`src/fres_regs.svh`:
```
// Register offsets, field positions, reset values and timing counts
// Assumes byte addresses on a 32-bit APB, one aligned word per register
`ifndef FRES_REGS_SVH
`define FRES_REGS_SVH

`define FRES_ADDR_W 8
`define FRES_OFF_CTRL 8'h00
`define FRES_OFF_UNLOCK 8'h04
`define FRES_OFF_ADDR_LO 8'h08
`define FRES_OFF_ADDR_HI 8'h0c
`define FRES_OFF_DATA_LO 8'h10
`define FRES_OFF_DATA_HI 8'h14

`define FRES_BIT_RD 0
`define FRES_BIT_WR 1
`define FRES_BIT_WRITE_EN 2
`define FRES_BIT_WRITE_ERR 3
`define FRES_BIT_FREE 4
`define FRES_BIT_LOAD_ONLY 5
`define FRES_BIT_CFG_SEL 6

`define FRES_KEY_FIRST 8'h55
`define FRES_KEY_SECOND 8'haa
`define FRES_BLANK_WORD 14'h3fff
`define FRES_ADDR_RST 15'h0000

`define FRES_CLK_MHZ 100
`define FRES_OP_TIME_US 2000
`define FRES_SETUP_CYC 2

`endif

```
`src/fres_pkg.sv`:
```
// Types shared by the flash sequencer files
// Assumes fres_regs.svh is on the include path
package fres_pkg;

    typedef enum logic [4:0] {
        S_IDLE = 5'b00001,
        S_SETUP = 5'b00010,
        S_ERASE = 5'b00100,
        S_PROG = 5'b01000,
        S_CLEAR = 5'b10000
    } fres_state_t;

    typedef struct packed {
        logic erase;
        logic prog;
        logic [9:0] rowAddr;
        logic wordWe;
        logic [4:0] wordIdx;
        logic [13:0] wordData;
    } fres_flash_t;

endpackage : fres_pkg

```
`src/fres_latch_bank.sv`:
```
// Bank of program-word write latches with a blanking clear
// Assumes one writer and a combinational read port on the same clock
`include "fres_regs.svh"

module fres_latch_bank #(
    parameter int unsigned WIDTH = 14,
    parameter int unsigned DEPTH = 32,
    parameter int unsigned IDX_W = 5
) (
    input wire logic ref_clk,
    input wire logic sys_rst,
    input wire logic program_write_enable,
    input wire logic [IDX_W-1:0] wrIdx,
    input wire logic [WIDTH-1:0] wrData,
    input wire logic clearAll,
    input wire logic [IDX_W-1:0] rdIdx,
    output logic [WIDTH-1:0] rdData
);
    logic [WIDTH-1:0] latch_ff [DEPTH];

    always_ff @(posedge ref_clk or posedge sys_rst) begin
        if (sys_rst) begin
            for (int i = 0; i < DEPTH; i++) begin
                latch_ff[i] <= WIDTH'(`FRES_BLANK_WORD);
            end
        end else if (clearAll) begin
            for (int i = 0; i < DEPTH; i++) begin
                latch_ff[i] <= WIDTH'(`FRES_BLANK_WORD);
            end
        end else if (program_write_enable) begin
            latch_ff[wrIdx] <= wrData;
        end
    end

    assign rdData = latch_ff[rdIdx];
endmodule : fres_latch_bank

```
`src/fres_op_timer.sv`:
```
// Down-counter timing one erase or program operation
// Assumes start is a one-cycle pulse while not busy
module fres_op_timer #(
    parameter int unsigned CYCLES = 200000,
    parameter int unsigned CNT_W = 18
) (
    input wire logic ref_clk,
    input wire logic sys_rst,
    input wire logic start,
    output logic done
);
    logic [CNT_W-1:0] cnt_ff;
    logic run_ff;

    always_ff @(posedge ref_clk or posedge sys_rst) begin
        if (sys_rst) begin
            cnt_ff <= '0;
            run_ff <= 1'b0;
            done <= 1'b0;
        end else begin
            done <= 1'b0;
            if (start) begin
                cnt_ff <= CNT_W'(CYCLES - 1);
                run_ff <= 1'b1;
            end else if (run_ff) begin
                if (cnt_ff == '0) begin
                    run_ff <= 1'b0;
                    done <= 1'b1;
                end else begin
                    cnt_ff <= cnt_ff - 1'b1;
                end
            end
        end
    end
endmodule : fres_op_timer

```
`src/fres_seq.sv`:
```
// Self-programming sequencer for program flash: registers, unlock and control
// Assumes an APB master on ref_clk, a flash macro on flashOut, and a core
// that honours cpuNopForce and cpuStall.
//
// Design decisions made here: the APB register port and the register offsets.
`include "fres_regs.svh"

module fres_seq #(
    parameter int unsigned OP_CYCLES = `FRES_OP_TIME_US * `FRES_CLK_MHZ,
    parameter int unsigned LATCHES = 32
) (
    input wire logic ref_clk,
    input wire logic sys_rst,
    input wire logic por_rst,
    input wire logic psel,
    input wire logic penable,
    input wire logic pwrite,
    input wire logic [`FRES_ADDR_W-1:0] paddr,
    input wire logic [31:0] pwdata,
    output logic pready,
    output logic [31:0] prdata,
    output logic pslverr,
    output logic cpuNopForce,
    output logic cpuStall,
    output fres_pkg::fres_flash_t flashOut
);
    // ------------------------------------------------------------------
    // Decode helpers
    // ------------------------------------------------------------------
    function automatic logic hit(input logic [`FRES_ADDR_W-1:0] a, input logic [`FRES_ADDR_W-1:0] off);
        hit = (a == off);
    endfunction : hit

    function automatic logic mapped(input logic [`FRES_ADDR_W-1:0] a);
        mapped = hit(a, `FRES_OFF_CTRL) | hit(a, `FRES_OFF_UNLOCK) | hit(a, `FRES_OFF_ADDR_LO)
            | hit(a, `FRES_OFF_ADDR_HI) | hit(a, `FRES_OFF_DATA_LO) | hit(a, `FRES_OFF_DATA_HI);
    endfunction : mapped

    // ------------------------------------------------------------------
    // Register state
    // ------------------------------------------------------------------
    logic pready_ff;
    logic pslverr_ff;
    logic [31:0] prdata_ff;
    logic rd_ff;
    logic wr_ff;
    logic writeEn_ff;
    logic erase_ff;
    logic loadOnly_ff;
    logic cfgSel_ff;
    logic write_error_flag_ff;
    logic inFlight_ff;
    logic relSeen_ff;
    logic [14:0] addr_ff;
    logic [7:0] dataLo_ff;
    logic [5:0] dataHi_ff;
    logic keyHalf_ff;
    logic armed_ff;
    fres_pkg::fres_state_t state_ff;
    fres_pkg::fres_state_t nxt_state;
    logic [1:0] setupCnt_ff;
    logic modeLoad_ff;
    logic modeErase_ff;
    logic [5:0] progIdx_ff;
    logic [9:0] opRow_ff;
    logic cpuNopForce_ff;
    logic cpuStall_ff;
    fres_pkg::fres_flash_t flash_ff;

    logic wrAcc;
    logic ctrlWr;
    logic startOp;
    logic setupLast;
    logic timerDone;
    logic clearWr;
    logic [13:0] latchRd;

    assign wrAcc = psel & penable & pready_ff & pwrite;
    assign ctrlWr = wrAcc & hit(paddr, `FRES_OFF_CTRL);
    // Start only with the key armed and write enable in the same write
    assign startOp = ctrlWr & pwdata[`FRES_BIT_WR] & armed_ff & pwdata[`FRES_BIT_WRITE_EN]
        & (state_ff == fres_pkg::S_IDLE);
    assign setupLast = (state_ff == fres_pkg::S_SETUP) & (setupCnt_ff == 2'(`FRES_SETUP_CYC - 1));
    assign clearWr = (setupLast & modeLoad_ff) | (state_ff == fres_pkg::S_CLEAR);

    // ------------------------------------------------------------------
    // APB slave: zero-wait answer, registered read data
    // ------------------------------------------------------------------
    always_ff @(posedge ref_clk or posedge sys_rst) begin
        if (sys_rst) begin
            pready_ff <= 1'b0;
            pslverr_ff <= 1'b0;
            prdata_ff <= 32'h0000_0000;
        end else begin
            pready_ff <= psel & ~penable;
            pslverr_ff <= psel & ~penable & ~mapped(paddr);
            if (psel & ~penable & ~pwrite) begin
                unique case (1'b1)
                    hit(paddr, `FRES_OFF_CTRL): begin
                        prdata_ff <= {25'h0, cfgSel_ff, loadOnly_ff, erase_ff, write_error_flag_ff, writeEn_ff, wr_ff, rd_ff};
                    end
                    hit(paddr, `FRES_OFF_ADDR_LO): begin
                        prdata_ff <= {24'h0, addr_ff[7:0]};
                    end
                    hit(paddr, `FRES_OFF_ADDR_HI): begin
                        prdata_ff <= {25'h0, addr_ff[14:8]};
                    end
                    hit(paddr, `FRES_OFF_DATA_LO): begin
                        prdata_ff <= {24'h0, dataLo_ff};
                    end
                    hit(paddr, `FRES_OFF_DATA_HI): begin
                        prdata_ff <= {26'h0, dataHi_ff};
                    end
                    default: begin
                        prdata_ff <= 32'h0000_0000;
                    end
                endcase
            end
        end
    end

    // ------------------------------------------------------------------
    // Address and data registers
    // ------------------------------------------------------------------
    always_ff @(posedge ref_clk or posedge sys_rst) begin
        if (sys_rst) begin
            addr_ff <= `FRES_ADDR_RST;
            dataLo_ff <= 8'h00;
            dataHi_ff <= 6'h00;
        end else if (wrAcc) begin
            if (hit(paddr, `FRES_OFF_ADDR_LO)) begin
                addr_ff[7:0] <= pwdata[7:0];
            end
            if (hit(paddr, `FRES_OFF_ADDR_HI)) begin
                addr_ff[14:8] <= pwdata[6:0];
            end
            if (hit(paddr, `FRES_OFF_DATA_LO)) begin
                dataLo_ff <= pwdata[7:0];
            end
            if (hit(paddr, `FRES_OFF_DATA_HI)) begin
                dataHi_ff <= pwdata[5:0];
            end
        end
    end

    // ------------------------------------------------------------------
    // Unlock detector
    // ------------------------------------------------------------------
    // Any write other than the next expected one drops the key, so a
    // stray write between the two halves or before the start disarms.
    always_ff @(posedge ref_clk or posedge sys_rst) begin
        if (sys_rst) begin
            keyHalf_ff <= 1'b0;
            armed_ff <= 1'b0;
        end else if (wrAcc) begin
            keyHalf_ff <= 1'b0;
            armed_ff <= 1'b0;
            if (hit(paddr, `FRES_OFF_UNLOCK)) begin
                if (pwdata[7:0] == `FRES_KEY_FIRST) begin
                    keyHalf_ff <= 1'b1;
                end else if (keyHalf_ff && pwdata[7:0] == `FRES_KEY_SECOND) begin
                    armed_ff <= 1'b1;
                end
            end
        end
    end

    // ------------------------------------------------------------------
    // Control bits
    // ------------------------------------------------------------------
    // Mode bits are frozen while an operation runs
    always_ff @(posedge ref_clk or posedge sys_rst) begin
        if (sys_rst) begin
            writeEn_ff <= 1'b0;
            erase_ff <= 1'b0;
            loadOnly_ff <= 1'b0;
            cfgSel_ff <= 1'b0;
        end else if (ctrlWr && state_ff == fres_pkg::S_IDLE) begin
            writeEn_ff <= pwdata[`FRES_BIT_WRITE_EN];
            erase_ff <= pwdata[`FRES_BIT_FREE];
            loadOnly_ff <= pwdata[`FRES_BIT_LOAD_ONLY];
            cfgSel_ff <= pwdata[`FRES_BIT_CFG_SEL];
        end
    end

    always_ff @(posedge ref_clk or posedge sys_rst) begin
        if (sys_rst) begin
            wr_ff <= 1'b0;
            rd_ff <= 1'b0;
        end else begin
            if (startOp) begin
                wr_ff <= 1'b1;
            end else if (clearWr) begin
                wr_ff <= 1'b0;
            end
            // Reads are not served here, so the read bit self-clears
            rd_ff <= ctrlWr & pwdata[`FRES_BIT_RD] & ~rd_ff;
        end
    end

    // ------------------------------------------------------------------
    // Write error across a reset
    // ------------------------------------------------------------------
    // write_error_flag_ff survives the system reset, which clears inFlight_ff on the same edge that flags it; power-on clears both.
    always_ff @(posedge ref_clk or posedge sys_rst) begin
        if (sys_rst) begin
            relSeen_ff <= 1'b0;
        end else begin
            relSeen_ff <= 1'b1;
        end
    end

    always_ff @(posedge ref_clk or posedge por_rst) begin
        if (por_rst) begin
            inFlight_ff <= 1'b0;
            write_error_flag_ff <= 1'b0;
        end else begin
            if (startOp && !pwdata[`FRES_BIT_LOAD_ONLY]) begin
                inFlight_ff <= 1'b1;
            end else if (state_ff == fres_pkg::S_CLEAR || !relSeen_ff) begin
                inFlight_ff <= 1'b0;
            end
            if (!relSeen_ff && inFlight_ff) begin
                write_error_flag_ff <= 1'b1;
            end else if (ctrlWr && !pwdata[`FRES_BIT_WRITE_ERR]) begin
                write_error_flag_ff <= 1'b0;
            end
        end
    end

    // ------------------------------------------------------------------
    // Operation state machine
    // ------------------------------------------------------------------
    always_comb begin
        nxt_state = state_ff;
        unique case (state_ff)
            fres_pkg::S_IDLE: begin
                if (startOp) begin
                    nxt_state = fres_pkg::S_SETUP;
                end
            end
            fres_pkg::S_SETUP: begin
                if (setupLast) begin
                    if (modeLoad_ff) begin
                        nxt_state = fres_pkg::S_IDLE;
                    end else if (modeErase_ff) begin
                        nxt_state = fres_pkg::S_ERASE;
                    end else begin
                        nxt_state = fres_pkg::S_PROG;
                    end
                end
            end
            fres_pkg::S_ERASE, fres_pkg::S_PROG: begin
                if (timerDone) begin
                    nxt_state = fres_pkg::S_CLEAR;
                end
            end
            fres_pkg::S_CLEAR: begin
                nxt_state = fres_pkg::S_IDLE;
            end
            default: begin
                nxt_state = fres_pkg::S_IDLE;
            end
        endcase
    end

    always_ff @(posedge ref_clk or posedge sys_rst) begin
        if (sys_rst) begin
            state_ff <= fres_pkg::S_IDLE;
            setupCnt_ff <= 2'h0;
            modeLoad_ff <= 1'b0;
            modeErase_ff <= 1'b0;
            opRow_ff <= 10'h000;
        end else begin
            state_ff <= nxt_state;
            if (startOp) begin
                setupCnt_ff <= 2'h0;
                modeLoad_ff <= pwdata[`FRES_BIT_LOAD_ONLY];
                modeErase_ff <= pwdata[`FRES_BIT_FREE] & ~pwdata[`FRES_BIT_LOAD_ONLY];
                opRow_ff <= addr_ff[14:5];
            end else if (state_ff == fres_pkg::S_SETUP) begin
                setupCnt_ff <= setupCnt_ff + 2'h1;
            end
        end
    end

    // ------------------------------------------------------------------
    // Latches, timer and program word stream
    // ------------------------------------------------------------------
    fres_latch_bank #(
        .WIDTH(14),
        .DEPTH(LATCHES),
        .IDX_W(5)
    ) u_latches (
        .ref_clk(ref_clk),
        .sys_rst(sys_rst),
        .program_write_enable(startOp & ~pwdata[`FRES_BIT_FREE]),
        .wrIdx(addr_ff[4:0]),
        .wrData({dataHi_ff, dataLo_ff}),
        .clearAll(state_ff == fres_pkg::S_CLEAR),
        .rdIdx(progIdx_ff[4:0]),
        .rdData(latchRd)
    );

    fres_op_timer #(
        .CYCLES(OP_CYCLES),
        .CNT_W($clog2(OP_CYCLES + 1))
    ) u_timer (
        .ref_clk(ref_clk),
        .sys_rst(sys_rst),
        .start(setupLast & ~modeLoad_ff),
        .done(timerDone)
    );

    // All latches go out in one burst, one word per cycle, never past the row
    always_ff @(posedge ref_clk or posedge sys_rst) begin
        if (sys_rst) begin
            progIdx_ff <= 6'h00;
            flash_ff <= '0;
        end else begin
            flash_ff.erase <= (nxt_state == fres_pkg::S_ERASE);
            flash_ff.prog <= (nxt_state == fres_pkg::S_PROG);
            flash_ff.rowAddr <= opRow_ff;
            flash_ff.wordWe <= 1'b0;
            if (state_ff != fres_pkg::S_PROG) begin
                progIdx_ff <= 6'h00;
            end else if (progIdx_ff < 6'(LATCHES)) begin
                flash_ff.wordWe <= 1'b1;
                flash_ff.wordIdx <= progIdx_ff[4:0];
                flash_ff.wordData <= latchRd;
                progIdx_ff <= progIdx_ff + 6'h01;
            end
        end
    end

    always_ff @(posedge ref_clk or posedge sys_rst) begin
        if (sys_rst) begin
            cpuNopForce_ff <= 1'b0;
            cpuStall_ff <= 1'b0;
        end else begin
            cpuNopForce_ff <= (nxt_state == fres_pkg::S_SETUP);
            cpuStall_ff <= (nxt_state == fres_pkg::S_ERASE) | (nxt_state == fres_pkg::S_PROG)
                | (nxt_state == fres_pkg::S_CLEAR);
        end
    end

    assign pready = pready_ff;
    assign pslverr = pslverr_ff;
    assign prdata = prdata_ff;
    assign cpuNopForce = cpuNopForce_ff;
    assign cpuStall = cpuStall_ff;
    assign flashOut = flash_ff;

    // ------------------------------------------------------------------
    // Checks
    // ------------------------------------------------------------------
    chk_erase_row: assert property (@(posedge ref_clk) disable iff (sys_rst)
        startOp |=> (opRow_ff == addr_ff[14:5]))
        else $error("erase row not taken from upper address bits");

    chk_two_nops: assert property (@(posedge ref_clk) disable iff (sys_rst)
        $rose(cpuNopForce) |-> cpuNopForce[*2] ##1 !cpuNopForce)
        else $error("forced nop window is not two cycles");

    chk_erase_stall: assert property (@(posedge ref_clk) disable iff (sys_rst)
        flashOut.erase |-> cpuStall && !cpuNopForce)
        else $error("core not stalled during erase");

    chk_resume_clear: assert property (@(posedge ref_clk) disable iff (sys_rst)
        $fell(cpuStall) |-> !wr_ff && state_ff == fres_pkg::S_IDLE)
        else $error("core resumed before operation finished");

    chk_no_auto_erase: assert property (@(posedge ref_clk) disable iff (sys_rst)
        flashOut.prog |-> !flashOut.erase)
        else $error("erase raised during program");

    chk_word_bound: assert property (@(posedge ref_clk) disable iff (sys_rst)
        flashOut.wordWe |-> flashOut.prog && progIdx_ff <= 6'(LATCHES))
        else $error("program word beyond row");

    chk_latch_blank: assert property (@(posedge ref_clk) disable iff (sys_rst)
        state_ff == fres_pkg::S_CLEAR |=> latchRd == `FRES_BLANK_WORD)
        else $error("latches not blank after operation");

    chk_load_only: assert property (@(posedge ref_clk) disable iff (sys_rst)
        (startOp && pwdata[`FRES_BIT_LOAD_ONLY]) |-> ##3 (state_ff == fres_pkg::S_IDLE && !flashOut.prog && !wr_ff))
        else $error("load-only start did not return idle");

    chk_prog_start: assert property (@(posedge ref_clk) disable iff (sys_rst)
        (startOp && !pwdata[`FRES_BIT_LOAD_ONLY] && !pwdata[`FRES_BIT_FREE]) |-> ##3 state_ff == fres_pkg::S_PROG)
        else $error("program did not start after setup");

    chk_unlock_gate: assert property (@(posedge ref_clk) disable iff (sys_rst)
        (ctrlWr && !armed_ff && state_ff == fres_pkg::S_IDLE) |=> state_ff == fres_pkg::S_IDLE)
        else $error("operation started without unlock");

    chk_unlock_zero: assert property (@(posedge ref_clk) disable iff (sys_rst)
        (psel && !penable && !pwrite && paddr == `FRES_OFF_UNLOCK) |=> prdata == 32'h0000_0000)
        else $error("unlock register read not zero");

    chk_write_gate: assert property (@(posedge ref_clk) disable iff (sys_rst)
        (ctrlWr && !pwdata[`FRES_BIT_WRITE_EN] && state_ff == fres_pkg::S_IDLE) |=> !wr_ff)
        else $error("write started without enable");
endmodule : fres_seq

```
`config.mk`:
```
export PLATFORM = sky130hd
export DESIGN_NAME = fres_seq
export DESIGN_NICKNAME = d
export VERILOG_FILES = /design/src/fres_pkg.sv /design/src/fres_latch_bank.sv /design/src/fres_op_timer.sv /design/src/fres_seq.sv
export VERILOG_INCLUDE_DIRS = /design/src
export SDC_FILE = /design/constraint.sdc
export NUM_CORES = 1
export LEC_CHECK = 0
export BUFFER_PORTS_ARGS = -buffer_cell sky130_fd_sc_hd__buf_2
export CORE_MARGIN = 3
export CORE_UTILIZATION = 41
export DETAILED_ROUTE_END_ITERATION = 12
export HOLD_SLACK_MARGIN = 0.12
export PLACE_DENSITY = 0.68
export RECOVER_POWER = 100
export SLEW_MARGIN = 20
export SYNTH_ARGS = -nofsm -noshare
export SYNTH_HDL_FRONTEND = slang
export SYNTH_SLANG_ARGS = --single-unit
```
`constraint.sdc`:
```
create_clock -name ref_clk -period 23.2 [get_ports ref_clk]
set_input_delay 4.64 -clock ref_clk [delete_from_list [all_inputs] [get_ports ref_clk]]
set_output_delay 4.64 -clock ref_clk [all_outputs]
set_load 0.01 [all_outputs]
```
==> results of run 1 <==
logic make-up after synthesis:
group           synth area share, %
simple gates                   27.7
buf+inv                        5.28
mux                            10.6
xor+xnor                      0.521
other cells                  0.0263
compound gates                 3.24
flops                          52.5
fa+ha+maj                     0.131
per-layer routing:
layer | track usage (%) | up-vias
li1 | - | 9983
met3 | 3.22 | 123
met5 | 0 | -
met2 | 33.5 | 812
met1 | 31.4 | 10700
met4 | 6.72 | 0
area by class of cell:
class | instances | area, um^2
multi-input combinational | 2141 | 12100
fill | 6544 | 37900
clock buffer | 88 | 1750
inverter | 14 | 53.8
tap | 931 | 1160
clock inverter | 26 | 343
timing repair buffer | 98 | 503
sequential | 577 | 15000
worst min path at each step:
stage                start           end  slack [ns]  cells after the start
3_5_place_dp   opRow_ff[3]  flashOut[23]        0.36                      0
3_3_place_gp   opRow_ff[2]  flashOut[22]        0.36                      0
2_1_floorplan  opRow_ff[0]  flashOut[20]        0.35                      0
5_1_grt        opRow_ff[7]  flashOut[27]        0.39                      0
4_1_cts        opRow_ff[8]  flashOut[28]        0.38                      0
6_report       opRow_ff[4]  flashOut[24]        0.38                      0
critical path: stages:
cell and delay (ns):
sky130_fd_sc_hd__buf_2 0.10, sky130_fd_sc_hd__clkinvlp_2 2.96, sky130_fd_sc_hd__buf_12 0.67, sky130_fd_sc_hd__clkbuf_1 3.23
Yosys cell counts, types with 6 or more instances:
library cell	count	area share [%]
sky130_fd_sc_hd__and4_1	32	0.98
sky130_fd_sc_hd__buf_1	7	0.092
sky130_fd_sc_hd__nand3b_1	6	0.16
sky130_fd_sc_hd__nor2_1	72	0.95
sky130_fd_sc_hd__xnor2_1	14	0.43
sky130_fd_sc_hd__nand3_1	468	8.2
sky130_fd_sc_hd__mux2_2	99	3.9
sky130_fd_sc_hd__nand4_2	7	0.31
sky130_fd_sc_hd__dfstp_2	449	41
sky130_fd_sc_hd__a21oi_1	14	0.25
sky130_fd_sc_hd__a211oi_1	24	0.63
sky130_fd_sc_hd__nor3_1	35	0.61
sky130_fd_sc_hd__nand2b_1	12	0.26
sky130_fd_sc_hd__or2_2	7	0.15
sky130_fd_sc_hd__mux2i_1	42	1.5
sky130_fd_sc_hd__inv_1	14	0.18
sky130_fd_sc_hd__mux4_2	67	5.3
sky130_fd_sc_hd__nand2_1	981	13
sky130_fd_sc_hd__o22ai_1	39	0.85
sky130_fd_sc_hd__nor2b_1	29	0.63
sky130_fd_sc_hd__o21ai_0	26	0.46
sky130_fd_sc_hd__dfrtp_1	128	11
sky130_fd_sc_hd__buf_4	30	0.79
sky130_fd_sc_hd__buf_2	92	1.6
sky130_fd_sc_hd__nor4_1	24	0.53
sky130_fd_sc_hd__nand4_1	31	0.68
sky130_fd_sc_hd__a2111oi_0	11	0.34
sky130_fd_sc_hd__clkbuf_1	191	2.5
sequential cells by signal, indices dropped and copies added, names as in the netlist, 2 cells and up:
register            count
dataLo_ff               8
setupCnt_ff             2
state_ff                5
progIdx_ff              6
addr_ff                15
prdata                  8
u_latches.latch_ff    448
flashOut               32
u_timer.cnt_ff         18
opRow_ff               10
dataHi_ff               6
power groups by stage:
stage / registers, mW / clock network, mW / logic, mW
after floorplan: 1.03 / 0 / 0.0263
after global placement: 1.03 / 0 / 0.0389
after detailed placement: 1.03 / 0 / 0.0393
after CTS: 1.01 / 1.04 / 0.0393
after global routing: 1.01 / 1.08 / 0.0422
final: 1.01 / 1.02 / 0.0371
stage by stage:
stage / hold WS, ns / power (mW)
after floorplan: 0.354 / 1.05
after global routing: 0.390 / 2.13
after detailed placement: 0.360 / 1.07
final: 0.375 / 2.07
after global placement: 0.361 / 1.07
after CTS: 0.377 / 2.09
==> flow_results.xml, run 1 <==
<?xml version="1.0" encoding="UTF-8"?>
<metrics>
  <group name="yosys">
    <metric name="synth_seq_cells" unit="">577</metric>
    <metric name="synth_enable_flop_cells" unit="">0</metric>
    <metric name="synth_area_per_cell" unit="um^2">9.43</metric>
    <metric name="yosysSeqAreaShare" unit="%">52.5</metric>
    <metric name="synthArstFlopShare" unit="%">100</metric>
    <metric name="ys_types" unit="">68</metric>
    <metric name="ys_warn_count" unit="">0</metric>
    <metric name="netlist_instances" unit="">3032</metric>
    <metric name="postSynth.topFlopCell" unit="">sky130_fd_sc_hd__dfstp_2</metric>
    <metric name="synth_area" unit="um^2">28600</metric>
  </group>
  <group name="final_layout">
    <metric name="layout-area-overhead-vs-synth" unit="%">8.10</metric>
    <metric name="final_common_cell" unit="">sky130_fd_sc_hd__nand2_1</metric>
    <metric name="final_cell_mix" unit="">sky130_fd_sc_hd__nand2_1 (981), sky130_fd_sc_hd__nand3_1 (468), sky130_fd_sc_hd__dfstp_2 (448)</metric>
    <metric name="drive_above_1_share" unit="%">26.2</metric>
    <metric name="layout.nets" unit="">2942</metric>
    <metric name="final_util" unit="%">44.9</metric>
    <metric name="post_layout_nonfiller_instances" unit="">3875</metric>
    <metric name="final_area" unit="um^2">30900</metric>
    <metric name="insertedDiodeCount" unit="">0</metric>
  </group>
  <group name="placement">
    <metric name="preCtsSetupSlack" unit="ns">15.15</metric>
    <metric name="place.detailed.hpwl" unit="um">48200</metric>
    <metric name="placed_cells_incl_taps" unit="">3761</metric>
    <metric name="placedInstanceArea" unit="um^2">29000</metric>
    <metric name="number_of_buffers_inserted_by_port_buffering" unit="">65</metric>
    <metric name="gp_congestion" unit="">0.840</metric>
  </group>
  <group name="outcome">
    <metric name="outcome" unit="">finished with violations</metric>
    <metric name="failed_checks" unit="">capacitance limit, slew limit</metric>
  </group>
  <group name="power">
    <metric name="peakVddDrop" unit="mV">0.0644</metric>
    <metric name="p_clk_share" unit="%">49.3</metric>
    <metric name="pwr_density_cell" unit="nW/um^2">67.1</metric>
    <metric name="p_leak" unit="nW">13.2</metric>
    <metric name="seqPwrFrac" unit="%">48.9</metric>
    <metric name="switching_share" unit="%">22.4</metric>
    <metric name="cellInternalPower" unit="mW">1.61</metric>
    <metric name="comb_power_share" unit="%">1.8</metric>
    <metric name="power.net_switching" unit="mW">0.464</metric>
  </group>
  <group name="detailed_routing">
    <metric name="num_vias" unit="">21700</metric>
    <metric name="met2WireLength" unit="um">36900</metric>
    <metric name="drt-initial-drc-count" unit="">2377</metric>
    <metric name="met3_wirelength" unit="um">5550</metric>
    <metric name="drt-met1-wl" unit="um">35900</metric>
    <metric name="drt-total-wl" unit="um">80400</metric>
    <metric name="wl_per_cell" unit="um">20.8</metric>
    <metric name="drcViolationCount" unit="">0</metric>
    <metric name="drtAntennaViolNets" unit="">0</metric>
    <metric name="route.detailed.vias_per_inst" unit="">5.59</metric>
    <metric name="top_layer_used" unit="">met4</metric>
    <metric name="pre_repair_dr_iteration_count" unit="">5</metric>
  </group>
  <group name="cts">
    <metric name="numCtsBuffers" unit="">61</metric>
    <metric name="cts_root_buffer" unit="">sky130_fd_sc_hd__clkbuf_16</metric>
    <metric name="holdBufCountCts" unit="">0</metric>
    <metric name="postCtsSetupBuffers" unit="">0</metric>
    <metric name="clock_sinks" unit="">577</metric>
    <metric name="htree_levels" unit="">2</metric>
    <metric name="cts_tree" unit="">done</metric>
    <metric name="cts-resized-gates" unit="">0</metric>
    <metric name="clock_latency" unit="ns">0.67</metric>
    <metric name="maximum_buffer_depth_of_the_clock_tree" unit="">3</metric>
    <metric name="worst_setup_hold_path_clk_slew" unit="ns">0.06</metric>
  </group>
  <group name="floorplanning">
    <metric name="die_area" unit="um^2">72900</metric>
    <metric name="floorplan.io_pins" unit="">114</metric>
    <metric name="floorplan.rows" unit="">96</metric>
    <metric name="coreArea" unit="um^2">68800</metric>
    <metric name="start_util" unit="%">41.5</metric>
    <metric name="die_height" unit="um">270</metric>
    <metric name="die-width" unit="um">270</metric>
  </group>
  <group name="worst_setup_path">
    <metric name="crit_path_max_fanout" unit="">172</metric>
    <metric name="rr_worst_depth" unit="">7</metric>
    <metric name="endpoint" unit="">flashOut[8]</metric>
    <metric name="worst_ep_arrival_time" unit="ns">11.96</metric>
    <metric name="endpoint_required_time_on_the_critical_path" unit="ns">22.91</metric>
    <metric name="reg2reg_to" unit="">flashOut[3]</metric>
    <metric name="critical_path.startpoint_type" unit="">primary input</metric>
    <metric name="critPathKind" unit="">primary input to asynchronous set/reset pin</metric>
    <metric name="r2r_slack" unit="ns">14.48</metric>
    <metric name="endpoint_kind" unit="">asynchronous set/reset pin</metric>
    <metric name="crit_start" unit="">sys_rst</metric>
    <metric name="origin_of_the_critical_flop_to_flop_path" unit="">progIdx_ff[0]</metric>
  </group>
  <group name="grt">
    <metric name="first_global_vias" unit="">20800</metric>
    <metric name="grt_use_total" unit="%">21.6</metric>
    <metric name="gr-total-overflow" unit="">0</metric>
    <metric name="wire_length_of_the_first_global_routing_pass" unit="um">126000</metric>
    <metric name="maximum_number_of_pins_on_one_net_before_global_route_repair" unit="">173</metric>
    <metric name="antenna_found_initial" unit="">0</metric>
  </group>
  <group name="timing">
    <metric name="worst_clock_skew" unit="ns">0.0654</metric>
    <metric name="worst-slew-pin-transition" unit="ns">5.41</metric>
    <metric name="post-route-min-period" unit="ns">12.26</metric>
    <metric name="layout_setup_ws" unit="ns">10.94</metric>
    <metric name="fmaxAchievable" unit="MHz">81.6</metric>
    <metric name="hold_viol_final" unit="">0</metric>
    <metric name="final-max-slew-violation-count" unit="">586</metric>
    <metric name="final-setup-viol-count" unit="">0</metric>
    <metric name="setup-tns-final" unit="ns">0</metric>
    <metric name="post-route-period-util" unit="%">52.8</metric>
    <metric name="grt_setup_unrepaired" unit="">no</metric>
    <metric name="slew_headroom" unit="%">-261</metric>
  </group>
  <group name="worst_hold_path">
    <metric name="worstHoldPathType" unit="">flop to flop</metric>
  </group>
  <group name="job">
    <metric name="drv_cap" unit="">10</metric>
  </group>
</metrics>
Power figures use the tool's default switching activity.
==> run 2, diff against run 1 <==
==> constraint.sdc (replaced) <==
create_clock -name ref_clk -period 12.68 [get_ports ref_clk]
set_input_delay 2.536 -clock ref_clk [delete_from_list [all_inputs] [get_ports ref_clk]]
set_output_delay 2.536 -clock ref_clk [all_outputs]
set_load 0.01 [all_outputs]
==> flow_results.xml, run 2 (synthesized netlist as in run 1, its figures left out) <==
<?xml version="1.0" encoding="UTF-8"?>
<metrics>
  <group name="worst_setup_path">
    <metric name="timing.critical_path.slowest_stage_cell" unit="">sky130_fd_sc_hd__clkbuf_1</metric>
    <metric name="crit_chain" unit="">clkbuf_1 &gt; clkinvlp_2 &gt; clkbuf_1 &gt; clkbuf_1</metric>
    <metric name="endpoint_required_time_on_the_critical_path" unit="ns">13.43</metric>
    <metric name="worst_ep_arrival_time" unit="ns">8.03</metric>
    <metric name="timing.critical_path.slowest_cell_delay" unit="ns">2.74</metric>
    <metric name="crit_buf_inv" unit="">4</metric>
    <metric name="critical_path.startpoint_type" unit="">primary input</metric>
    <metric name="crit_path_max_fanout" unit="">70</metric>
    <metric name="critical_path.most_common_cell" unit="">sky130_fd_sc_hd__clkbuf_1</metric>
    <metric name="critPathKind" unit="">primary input to asynchronous set/reset pin</metric>
    <metric name="crit_family" unit="">buffers and inverters</metric>
    <metric name="endpoint_kind" unit="">asynchronous set/reset pin</metric>
  </group>
  <group name="final_layout">
    <metric name="insertedDiodeCount" unit="">0</metric>
    <metric name="drive_above_1_share" unit="%">26.0</metric>
    <metric name="largest_reg_flops" unit="">448</metric>
    <metric name="final_area" unit="um^2">30900</metric>
    <metric name="layout-area-overhead-vs-synth" unit="%">8.00</metric>
    <metric name="final.fill_count" unit="">6500</metric>
    <metric name="multi_input_comb_area" unit="um^2">12100</metric>
    <metric name="register_name_with_the_most_flops" unit="">u_latches.latch_ff</metric>
    <metric name="layout.nets" unit="">2942</metric>
    <metric name="final_cell_mix" unit="">sky130_fd_sc_hd__nand2_1 (981), sky130_fd_sc_hd__nand3_1 (468), sky130_fd_sc_hd__dfstp_2 (448)</metric>
    <metric name="final_common_cell" unit="">sky130_fd_sc_hd__nand2_1</metric>
    <metric name="layout.area.seq" unit="um^2">15000</metric>
  </group>
  <group name="detailed_routing">
    <metric name="drt-initial-drc-count" unit="">2032</metric>
    <metric name="drt-total-wl" unit="um">79400</metric>
    <metric name="drtAntennaViolNets" unit="">0</metric>
    <metric name="wl_per_cell" unit="um">20.5</metric>
    <metric name="pre_repair_dr_iteration_count" unit="">5</metric>
    <metric name="num_vias" unit="">21500</metric>
    <metric name="route.detailed.vias_per_inst" unit="">5.56</metric>
    <metric name="drcViolationCount" unit="">0</metric>
  </group>
  <group name="timing">
    <metric name="worst-slew-pin-transition" unit="ns">3.90</metric>
    <metric name="grt_setup_unrepaired" unit="">no</metric>
    <metric name="slew_headroom" unit="%">-160</metric>
    <metric name="layout_setup_ws" unit="ns">5.41</metric>
    <metric name="hold_viol_final" unit="">0</metric>
    <metric name="final.hold.worst_slack" unit="ns">0.372</metric>
    <metric name="post-route-min-period" unit="ns">7.27</metric>
    <metric name="post-route-period-util" unit="%">57.4</metric>
    <metric name="worst_clock_skew" unit="ns">0.0582</metric>
    <metric name="final-setup-viol-count" unit="">0</metric>
    <metric name="fmaxAchievable" unit="MHz">138</metric>
    <metric name="final-max-slew-violation-count" unit="">382</metric>
    <metric name="setup-tns-final" unit="ns">0</metric>
  </group>
  <group name="cts">
    <metric name="clock_latency" unit="ns">0.66</metric>
    <metric name="htree_levels" unit="">2</metric>
    <metric name="maximum_buffer_depth_of_the_clock_tree" unit="">3</metric>
    <metric name="clock_sinks" unit="">577</metric>
    <metric name="cts_root_buffer" unit="">sky130_fd_sc_hd__clkbuf_16</metric>
    <metric name="holdBufCountCts" unit="">0</metric>
    <metric name="numCtsBuffers" unit="">60</metric>
    <metric name="postCtsSetupBuffers" unit="">0</metric>
    <metric name="cts-resized-gates" unit="">0</metric>
    <metric name="cts_tree" unit="">done</metric>
    <metric name="worst_setup_hold_path_clk_slew" unit="ns">0.06</metric>
  </group>
  <group name="floorplanning">
    <metric name="floorplan.rows" unit="">96</metric>
    <metric name="die-width" unit="um">270</metric>
    <metric name="start_util" unit="%">41.5</metric>
    <metric name="floorplan.io_pins" unit="">114</metric>
    <metric name="die_area" unit="um^2">72900</metric>
    <metric name="die_height" unit="um">270</metric>
    <metric name="coreArea" unit="um^2">68800</metric>
  </group>
  <group name="grt">
    <metric name="first_global_vias" unit="">20700</metric>
    <metric name="gr-total-overflow" unit="">0</metric>
    <metric name="wire_length_of_the_first_global_routing_pass" unit="um">124000</metric>
    <metric name="maximum_number_of_pins_on_one_net_before_global_route_repair" unit="">226</metric>
    <metric name="grt_use_total" unit="%">21.3</metric>
    <metric name="antenna_found_initial" unit="">0</metric>
  </group>
  <group name="power">
    <metric name="switching_share" unit="%">22.1</metric>
    <metric name="p_leak" unit="nW">13.2</metric>
    <metric name="power.net_switching" unit="mW">0.824</metric>
    <metric name="p_clk_share" unit="%">48.4</metric>
    <metric name="pwr_density_cell" unit="nW/um^2">121</metric>
    <metric name="seqPwrFrac" unit="%">49.8</metric>
    <metric name="comb_power_share" unit="%">1.8</metric>
    <metric name="peakVddDrop" unit="mV">0.107</metric>
    <metric name="finalPower" unit="mW">3.73</metric>
    <metric name="cellInternalPower" unit="mW">2.91</metric>
  </group>
  <group name="worst_hold_path">
    <metric name="worstHoldPathType" unit="">flop to flop</metric>
  </group>
  <group name="placement">
    <metric name="gp_congestion" unit="">0.839</metric>
    <metric name="place.detailed.hpwl" unit="um">47800</metric>
    <metric name="number_of_buffers_inserted_by_port_buffering" unit="">65</metric>
    <metric name="placedInstanceArea" unit="um^2">29000</metric>
    <metric name="preCtsSetupSlack" unit="ns">7.31</metric>
  </group>
  <group name="outcome">
    <metric name="outcome" unit="">finished with violations</metric>
    <metric name="failed_checks" unit="">capacitance limit, slew limit</metric>
  </group>
  <group name="job">
    <metric name="drv_cap" unit="">7</metric>
  </group>
</metrics>
==> run 2: area by class of cell <==
| type | instances | area share (%) |
|---|---|---|
| Multi-Input combinational cell | 2141 | 39.1 |
| Inverter | 14 | 0.174 |
| Clock buffer | 90 | 5.71 |
| Clock inverter | 20 | 0.807 |
| Tap cell | 931 | 3.77 |
| Timing Repair Buffer | 99 | 1.79 |
| Sequential cell | 577 | 48.6 |
==> run 2: routing by layer <==
layer / global-route usage (%) / vias up / part of all wire, %
met4: 6.59 / 0 / 2.9
met5: 0 / - / 0
met1: 30.1 / 10800 / 44
li1: - / 9952 / -
met2: 33.0 / 712 / 46
met3: 4.60 / 124 / 7.7
==> run 2: worst paths after layout <==
check | from | end | slack, ns | depth (start not counted)
min in group asynchronous | por_rst | write_error_flag_ff | 1.76 | 2
min reg2reg | opRow_ff[8] | flashOut[28] | 0.37 | 0
max in group ref_clk | progIdx_ff[0] | flashOut[9] | 5.51 | 6
max reg2reg | progIdx_ff[0] | flashOut[9] | 5.51 | 6
min | opRow_ff[8] | flashOut[28] | 0.37 | 0
max | sys_rst | u_latches.latch_ff[446] | 5.41 | 4
==> run 2: per-stage QoR <==
stage               cells  util, %
global placement     3760     42.1
global route         3872     44.9
CTS                  3870     45.1
finish               3872     44.9
floorplan            3055        -
detailed placement   3760     42.1
==> run 2: power groups by stage <==
stage / sequential (mW) / clock, mW / combinational [mW]
after global routing: 1.85 / 1.92 / 0.0778
after CTS: 1.86 / 1.84 / 0.0716
after floorplan: 1.88 / 0 / 0.0483
after detailed placement: 1.88 / 0 / 0.0715
final: 1.86 / 1.81 / 0.0685
after global placement: 1.88 / 0 / 0.0708
==> run 2: worst register-to-register path: stages, from the launching register on <==
cell,delay [ns]
sky130_fd_sc_hd__dfrtp_1,1.65
sky130_fd_sc_hd__clkbuf_1,2.46
sky130_fd_sc_hd__nand2b_1,1.31
sky130_fd_sc_hd__o22ai_1,0.48
sky130_fd_sc_hd__nor3_1,0.15
sky130_fd_sc_hd__nor4_1,0.72
sky130_fd_sc_hd__o21ai_0,0.20
